===== src/logic/gtu_pkg.sv =====
// Package: register map, field layout and carriers of the timer unit
package gtu_pkg;

  // ---------------------------------------------------------------
  // Register byte offsets
  // ---------------------------------------------------------------
  localparam logic [7:0] GTU_CTRL_OFS = 8'h00;
  localparam logic [7:0] GTU_CHMODE_OFS = 8'h04;
  localparam logic [7:0] GTU_EDGE_OFS = 8'h08;
  localparam logic [7:0] GTU_STATUS_OFS = 8'h0C;
  localparam logic [7:0] GTU_COUNT_OFS = 8'h10;
  localparam logic [7:0] GTU_ACC_OFS = 8'h14;
  localparam logic [7:0] GTU_PINS_OFS = 8'h18;
  localparam logic [7:0] GTU_CH0_OFS = 8'h20;

  // ---------------------------------------------------------------
  // Field positions and sizes
  // ---------------------------------------------------------------
  localparam int GTU_NCH = 4;
  localparam int GTU_CW = 16;
  localparam int GTU_PRE_STAGES = 7;
  localparam int GTU_ACC_CH = 3;
  localparam int GTU_CTRL_EN_BIT = 0;
  localparam int GTU_CTRL_PRE_LSB = 1;
  localparam int GTU_CTRL_ACC_EN_BIT = 4;
  localparam int GTU_CTRL_ACC_GATED_BIT = 5;
  localparam int GTU_CTRL_ACC_POL_BIT = 6;
  localparam int GTU_ST_OVF_BIT = 4;
  localparam int GTU_ST_ACC_BIT = 5;

  // ---------------------------------------------------------------
  // Reset values
  // ---------------------------------------------------------------
  localparam logic [15:0] GTU_CNT_RST = 16'h0000;
  localparam logic [2:0] GTU_PRE_RST = 3'h0;

  // Edge selection per capture channel
  typedef enum logic [1:0] {
    GTU_EDGE_OFF = 2'b00,
    GTU_EDGE_RISE = 2'b01,
    GTU_EDGE_FALL = 2'b10,
    GTU_EDGE_BOTH = 2'b11
  } gtu_edge_e;

  // Pin side of the unit
  typedef struct packed {
    logic [GTU_NCH-1:0] in;
  } gtu_pins_in_s;

endpackage


===== src/logic/gtu_prescaler.sv =====
// Seven-stage binary prescaler issuing one tick per selected period
`timescale 1ns/1ps
module gtu_prescaler
  import gtu_pkg::*;
(
  input wire logic pclk,
  input wire logic presetn,
  input wire logic enable,
  input wire logic [2:0] select,
  output logic tick
);

  typedef struct packed {
    logic [GTU_PRE_STAGES-1:0] div;
    logic tick;
  } gtu_pre_s;

  gtu_pre_s state_reg;
  gtu_pre_s state_next;
  logic [GTU_PRE_STAGES:0] wide;
  logic [GTU_PRE_STAGES-1:0] mask;

  // ---------------------------------------------------------------
  // Divider: select 0 passes every clock, 7 divides by 128
  // ---------------------------------------------------------------
  always_comb begin
    state_next = state_reg;
    wide = ({1'b0, {GTU_PRE_STAGES{1'b1}}}) << select;
    mask = ~wide[GTU_PRE_STAGES-1:0];
    state_next.tick = 1'b0;
    if (enable) begin
      state_next.div = state_reg.div + 7'h01;
      if ((state_reg.div & mask) == mask) begin
        state_next.tick = 1'b1;
      end
    end else begin
      state_next.div = 7'h00;
    end
  end

  always_ff @(posedge pclk or negedge presetn) begin
    if (!presetn) begin
      state_reg <= '0;
    end else begin
      state_reg <= state_next;
    end
  end

  assign tick = state_reg.tick;

endmodule // gtu_prescaler


===== src/logic/gtu_timer.sv =====
// Four-channel capture/compare timer with pulse accumulator, APB slave
//
// Implementation choices: the APB slave port and the register addresses.
`timescale 1ns/1ps
// How it works
// - One 16-bit counter advances on ticks of a seven-stage prescaler.
// - Four channels, each set to capture or compare by its mode bit.
// - Channel three alone may instead run the pulse accumulator.
// - Counter wrap sets a sticky overflow flag for software.
// - Capture channel stores the counter on its selected pin edge.
// - Compare channel flags a match and toggles its output pin.
// - All channels not given to the accumulator work together against the one shared counter.
// - Accumulator is 16 bits, counting events or gated time.
module gtu_timer
  import gtu_pkg::*;
(
  input wire logic pclk,
  input wire logic presetn,
  input wire logic psel,
  input wire logic penable,
  input wire logic pwrite,
  input wire logic [7:0] paddr,
  input wire logic [31:0] pwdata,
  output logic [31:0] prdata,
  output logic pready,
  output logic pslverr,
  input wire gtu_pins_in_s pins_in,
  output logic [GTU_NCH-1:0] pin_out,
  output logic [GTU_NCH-1:0] pin_oe_n,
  output logic irq_pending
);

  typedef struct packed {
    logic [6:0] ctrl;
    logic [GTU_NCH-1:0] chmode;
    logic [2*GTU_NCH-1:0] edge_sel;
    logic [5:0] status;
    logic [GTU_CW-1:0] count;
    logic [GTU_CW-1:0] acc;
    logic [GTU_NCH*GTU_CW-1:0] chval;
    logic [GTU_NCH-1:0] in_d;
    logic [GTU_NCH-1:0] out;
    logic [GTU_NCH-1:0] oe_n;
    logic [31:0] rdata;
    logic ready;
    logic err;
    logic irq;
  } gtu_state_s;

  gtu_state_s state_reg;
  gtu_state_s state_next;
  logic tick;
  logic acc_mode;
  logic gate_act;
  logic [GTU_NCH-1:0] cap_ev;
  logic [GTU_NCH-1:0] cmp_ev;
  logic [GTU_NCH-1:0] rise;
  logic [GTU_NCH-1:0] fall;
  logic [5:0] set_ev;
  logic acc_ev;
  logic ovf_ev;
  logic wr_en;
  logic rd_en;
  logic hit;

  // ---------------------------------------------------------------
  // Prescaler
  // ---------------------------------------------------------------
  gtu_prescaler u_pre (
    .pclk(pclk),
    .presetn(presetn),
    .enable(state_reg.ctrl[GTU_CTRL_EN_BIT]),
    .select(state_reg.ctrl[GTU_CTRL_PRE_LSB+:3]),
    .tick(tick)
  );

  // ---------------------------------------------------------------
  // Per-channel events
  // ---------------------------------------------------------------
  assign acc_mode = state_reg.ctrl[GTU_CTRL_ACC_EN_BIT];
  assign rise = pins_in.in & ~state_reg.in_d;
  assign fall = ~pins_in.in & state_reg.in_d;

  genvar gi;
  generate
    for (gi = 0; gi < GTU_NCH; gi++) begin : g_ch
      logic own;
      logic [1:0] es;
      // Channel three loses capture and compare to the accumulator; its pin drive still follows chmode
      assign own = (gi == GTU_ACC_CH) ? !acc_mode : 1'b1;
      assign es = state_reg.edge_sel[2*gi+:2];
      assign cap_ev[gi] = own && !state_reg.chmode[gi] &&
        ((rise[gi] && es[0]) || (fall[gi] && es[1]));
      assign cmp_ev[gi] = own && state_reg.chmode[gi] && tick &&
        state_reg.count == state_reg.chval[gi*GTU_CW+:GTU_CW];
    end
  endgenerate

  // ---------------------------------------------------------------
  // Pulse accumulator on channel three
  // ---------------------------------------------------------------
  // Polarity bit selects an active-low gate or falling edges
  assign gate_act = pins_in.in[GTU_ACC_CH] ^
    state_reg.ctrl[GTU_CTRL_ACC_POL_BIT];
  always_comb begin
    acc_ev = 1'b0;
    if (acc_mode) begin
      if (state_reg.ctrl[GTU_CTRL_ACC_GATED_BIT]) begin
        acc_ev = tick && gate_act;
      end else if (state_reg.ctrl[GTU_CTRL_ACC_POL_BIT]) begin
        acc_ev = fall[GTU_ACC_CH];
      end else begin
        acc_ev = rise[GTU_ACC_CH];
      end
    end
  end
  assign ovf_ev = tick && state_reg.count == 16'hFFFF;
  assign set_ev = {acc_ev, ovf_ev, cap_ev | cmp_ev};

  // ---------------------------------------------------------------
  // Bus decode
  // ---------------------------------------------------------------
  // A write lands on the access edge, the one where pready is high
  assign wr_en = psel && penable && pwrite && state_reg.ready;
  assign rd_en = psel && !penable && !pwrite;
  always_comb begin
    unique case (paddr)
      GTU_CTRL_OFS, GTU_CHMODE_OFS, GTU_EDGE_OFS, GTU_STATUS_OFS,
      GTU_COUNT_OFS, GTU_ACC_OFS, GTU_PINS_OFS: hit = 1'b1;
      GTU_CH0_OFS, GTU_CH0_OFS + 8'h04, GTU_CH0_OFS + 8'h08,
      GTU_CH0_OFS + 8'h0C: hit = 1'b1;
      default: hit = 1'b0;
    endcase
  end

  // ---------------------------------------------------------------
  // Next state
  // ---------------------------------------------------------------
  always_comb begin
    state_next = state_reg;
    // Edge history resets low like the idle pins: no false edge
    state_next.in_d = pins_in.in;
    state_next.ready = psel && !penable;
    state_next.err = psel && !penable && !hit;
    if (tick) begin
      state_next.count = state_reg.count + 16'h0001;
    end
    if (acc_ev) begin
      state_next.acc = state_reg.acc + 16'h0001;
    end
    for (int i = 0; i < GTU_NCH; i++) begin
      if (cap_ev[i]) begin
        state_next.chval[i*GTU_CW+:GTU_CW] = state_reg.count;
      end
      if (cmp_ev[i]) begin
        state_next.out[i] = !state_reg.out[i];
      end
    end
    // -------------------------------------------------------------
    // Register write
    // -------------------------------------------------------------
    if (wr_en && hit) begin
      case (paddr)
        GTU_CTRL_OFS: state_next.ctrl = pwdata[6:0];
        GTU_CHMODE_OFS: state_next.chmode = pwdata[3:0];
        GTU_EDGE_OFS: state_next.edge_sel = pwdata[7:0];
        GTU_STATUS_OFS: state_next.status = state_reg.status & ~pwdata[5:0];
        GTU_COUNT_OFS: state_next.count = pwdata[15:0];
        GTU_ACC_OFS: state_next.acc = pwdata[15:0];
        GTU_PINS_OFS: state_next.out = pwdata[3:0];
        default: state_next.chval[paddr[3:2]*GTU_CW+:GTU_CW] = pwdata[15:0];
      endcase
    end
    // Drive enables follow the mode written at this same edge
    state_next.oe_n = ~state_next.chmode;
    // -------------------------------------------------------------
    // Status flags
    // -------------------------------------------------------------
    // Hardware set wins over a same-cycle software clear
    state_next.status = state_next.status | set_ev;
    state_next.irq = |state_next.status;
    // -------------------------------------------------------------
    // Register read
    // -------------------------------------------------------------
    // Taken in the setup cycle so the word stands beside pready
    if (rd_en) begin
      state_next.rdata = 32'h0000_0000;
      case (paddr)
        GTU_CTRL_OFS: state_next.rdata[6:0] = state_reg.ctrl;
        GTU_CHMODE_OFS: state_next.rdata[3:0] = state_reg.chmode;
        GTU_EDGE_OFS: state_next.rdata[7:0] = state_reg.edge_sel;
        GTU_STATUS_OFS: state_next.rdata[5:0] = state_reg.status;
        GTU_COUNT_OFS: state_next.rdata[15:0] = state_reg.count;
        GTU_ACC_OFS: state_next.rdata[15:0] = state_reg.acc;
        GTU_PINS_OFS: state_next.rdata[7:0] = {pins_in.in, state_reg.out};
        default: begin
          if (hit) begin
            state_next.rdata[15:0] =
              state_reg.chval[paddr[3:2]*GTU_CW+:GTU_CW];
          end
        end
      endcase
    end
  end

  // ---------------------------------------------------------------
  // State register
  // ---------------------------------------------------------------
  always_ff @(posedge pclk or negedge presetn) begin
    if (!presetn) begin
      state_reg <= '0;
      // Every channel starts in capture, its pin released
      state_reg.oe_n <= '1;
    end else begin
      state_reg <= state_next;
    end
  end

  // ---------------------------------------------------------------
  // Outputs, all registered
  // ---------------------------------------------------------------
  assign prdata = state_reg.rdata;
  assign pready = state_reg.ready;
  assign pslverr = state_reg.err;
  assign pin_out = state_reg.out;
  // Compare channels drive their pin; capture channels release it
  assign pin_oe_n = state_reg.oe_n;
  assign irq_pending = state_reg.irq;

endmodule // gtu_timer


===== config.mk =====
export PLATFORM = sky130hd
export DESIGN_NAME = gtu_timer
export DESIGN_NICKNAME = d
export VERILOG_FILES = /design/src/logic/gtu_pkg.sv /design/src/logic/gtu_prescaler.sv /design/src/logic/gtu_timer.sv
export SDC_FILE = /design/constraint.sdc
export NUM_CORES = 1
export LEC_CHECK = 0
export BUFFER_PORTS_ARGS = -buffer_cell sky130_fd_sc_hd__buf_2
export CORE_MARGIN = 4
export CORE_UTILIZATION = 45
export DETAILED_ROUTE_END_ITERATION = 8
export SLEW_MARGIN = 40
export SYNTH_ARGS = -nofsm -noshare
export SYNTH_HDL_FRONTEND = slang
export SYNTH_SLANG_ARGS = --single-unit

===== constraint.sdc =====
create_clock -name pclk -period 2.7 [get_ports pclk]
set_input_delay 0.405 -clock pclk [delete_from_list [all_inputs] [get_ports pclk]]
set_output_delay 0.405 -clock pclk [all_outputs]
set_load 0.01 [all_outputs]

==> impl_metrics.json <==
{
  "wl_per_cell_um": 21.6,
  "dp_cells": 1255,
  "power.total_mw": 5.43,
  "slew_headroom_pct": 54.8,
  "antenna_found_initial": 0,
  "setup_viol": 0,
  "area_growth_pct": 13.3,
  "start_util_pct": 46.1,
  "overflow": 0,
  "timing.rr.end": "irq_pending$_DFF_PN0_",
  "yosys.area_share.adder_pct": 0.932,
  "clk_latency_ns": 0.43,
  "p_int_mw": 4.00,
  "cts.clk_slew.worst_paths_ns": 0.06,
  "yosys.area.top_type": "dfrtp_1",
  "core_mm2": 0.0204,
  "cpPeakStageDelay_ns": 0.51,
  "clockBufferDepth": 2,
  "synth_xor_xnor_area_share_pct": 9.60,
  "powerDensity_mw_per_mm2": 510,
  "nets": 1061,
  "comb_power_share_pct": 10.6,
  "dr.pass1.iters": 6,
  "vias_per_cell": 5.79,
  "power.share.switching_pct": 26.4,
  "largest_register_ffs": 116,
  "outcome": "complete, no violations",
  "max_freq_mhz": 391,
  "synth_edf_count": 0,
  "dieHeight_um": 152,
  "yosysSeqAreaShare_pct": 42.7,
  "switchingPower_mw": 1.44,
  "async_flop_share_pct": 100,
  "root_buffer": "clkbuf_16",
  "crit_slowest_cell": "or4_1",
  "grt_use_total_pct": 24.0,
  "ctsHtreeMaxLevel": 4,
  "reg2reg_from": "state_reg[127]$_DFF_PN0_",
  "synthTopCellsByArea": "dfrtp_1, mux2i_1, xnor2_1, o21ai_0, mux4_2",
  "p_leak_nw": 4.27,
  "antenna_cells": 0,
  "cts_repair_resize_count": 0,
  "r2r_slack_ns": 0.14,
  "crit_type": "reg -> reg",
  "dp_hpwl_um": 19600,
  "synth_top_area_share_pct": 41.6,
  "stdcell_count": 1286,
  "critPathMaxFanout": 3,
  "numCtsBuffers": 17,
  "synthDistinctLibCells": 49,
  "grt_max_degree": 49,
  "die_x_um": 152,
  "startpoint_type": "flop",
  "peakVddDrop_uv": 289,
  "period_share_pct": 94.8,
  "pwr-share-seq_pct": 48.0,
  "worstHoldStart": "pins_in[2]",
  "final.min_clock_period_ns": 2.56,
  "finClkSkew_ns": 0.0112,
  "cts_tree": "done",
  "drv_slew": 0,
  "crit_family": "simple AND/OR/NAND/NOR gates",
  "drcViolationCount": 0,
  "grt_pass1_wl_um": 43700,
  "gp_congestion": 0.875,
  "synth_area_mm2": 0.00940,
  "synth_mux_area_share_pct": 13.2,
  "final_cell_mix": "dfrtp_1, o21ai_0, xnor2_1",
  "critical_path_buf_inv_count": 0,
  "syn_avg_cell_area_um2": 9.74,
  "fillers": 1852,
  "yosys_warnings": 0,
  "drv_cap": 0,
  "min_to": "state_reg[45]$_DFF_PN0_",
  "yosys.area_share.simple_pct": 14.6,
  "grt_pass1_vias": 7412,
  "ant_nets": 0,
  "crit_path_end_kind": "flop",
  "ioPinCount": 92,
  "rsz0062_at_grt": "no",
  "drt_iter0_drc": 702,
  "hold_viol_final": 0,
  "crit_path_cell_trace": "ha_1, and3_1, nor3b_1, and4_1, a22o_1, or4_1, or4_1",
  "wl_um": 27800,
  "ff2ff_path_depth": 7,
  "holdWs_ns": 0.157,
  "ys.flop_type": "dfrtp_1",
  "port_buffers": 59,
  "cp.arrival_ns": 2.86,
  "dieArea_mm2": 0.0233,
  "crit_path_frequent_cell": "or4_1",
  "hold_depth": 1,
  "syn_inst": 965,
  "synth_compound_area_share_pct": 11.9,
  "hold_class": "in -> reg",
  "synth_top_family_by_area": "simple AND/OR/NAND/NOR gates",
  "required_ns": 3.00,
  "vias": 7444,
  "post-route-util_pct": 52.3,
  "drive_gt1_share_pct": 19.8,
  "num_rows": 52,
  "layout.cells.most_common": "dfrtp_1",
  "power_frac_clock_pct": 41.4,
  "clkSinkCount": 160,
  "worst_pin_slew_ns": 0.672,
  "ys_seq_elements": 160
}
## cell usage after synthesis, drive strengths merged (14+ instances only)
| master | number |
|---|---|
| dfrtp | 156 |
| o21ai | 89 |
| xnor2 | 71 |
| mux2i | 68 |
| nand3 | 68 |
| clkbuf | 67 |
| nand2 | 62 |
| a21oi | 56 |
| buf | 50 |
| nor2 | 33 |
| xor2 | 32 |
| nand4 | 24 |
| mux2 | 18 |
| inv | 17 |
| mux4 | 16 |
| nor2b | 14 |
## through the flow
step           area, µm²  setup slack (ns)  setup TNS [ns]
2_1_floorplan       9460           -0.0120         -0.0120
3_3_place_gp       10100           -0.0956         -0.0956
3_5_place_dp       10100            -0.101          -0.101
4_1_cts            10600             0.131               0
5_1_grt            10600            0.0657               0
6_report           10600             0.141               0
## layout make-up
cell class | instances | area [µm²] | area share, %
inverter | 17 | 63.8 | 0.600
timing repair buffer | 123 | 872 | 8.19
tap | 270 | 338 | 3.17
clock buffer | 20 | 437 | 4.10
multi-input combinational | 686 | 4830 | 45.4
sequential | 160 | 4010 | 37.7
clock inverter | 10 | 92.6 | 0.870
## worst max path at each step
stage / start / end / slack (ns) / cells past startpoint
after global routing: state_reg[127]$_DFF_PN0_ / irq_pending$_DFF_PN0_ / 0.07 / 7
after global placement: paddr[7] / irq_pending$_DFF_PN0_ / -0.1 / 8
after CTS: state_reg[127]$_DFF_PN0_ / irq_pending$_DFF_PN0_ / 0.13 / 7
final: state_reg[127]$_DFF_PN0_ / irq_pending$_DFF_PN0_ / 0.14 / 7
after detailed placement: paddr[7] / irq_pending$_DFF_PN0_ / -0.10 / 8
after floorplan: paddr[7] / irq_pending$_DFF_PN0_ / -0.01 / 7
## power by group through the flow
| stage | sequential (mW) | clock, mW | combinational, mW |
|---|---|---|---|
| floorplan | 2.63 | 0 | 0.385 |
| global placement | 2.65 | 0 | 0.568 |
| detailed placement | 2.65 | 0 | 0.574 |
| CTS | 2.61 | 2.28 | 0.577 |
| global route | 2.62 | 2.39 | 0.632 |
| finish | 2.61 | 2.25 | 0.576 |
## cells by family after synthesis
| logic type | count (synthesis) |
|---|---|
| AND/OR/NAND/NOR | 264 |
| flip-flops | 160 |
| adder cells (fa/ha/maj) | 7 |
| other | 1 |
| AO/OA/AOI/OAI | 194 |
| XOR/XNOR | 103 |
| multiplexers | 102 |
| buffers and inverters | 134 |
## routing by layer
layer	routed length, µm	global-route usage, %
met5	0	0
met4	836	8.32
met3	1900	4.86
met2	12900	38.1
met1	12200	33.2
## timing repair
action / in CTS / in global routing
hold buffers: 1 / 0
endpoints found under the hold margin: 39 / 0
setup buffers: 0 / 0
No activity file was read; power rests on OpenSTA's default activity.
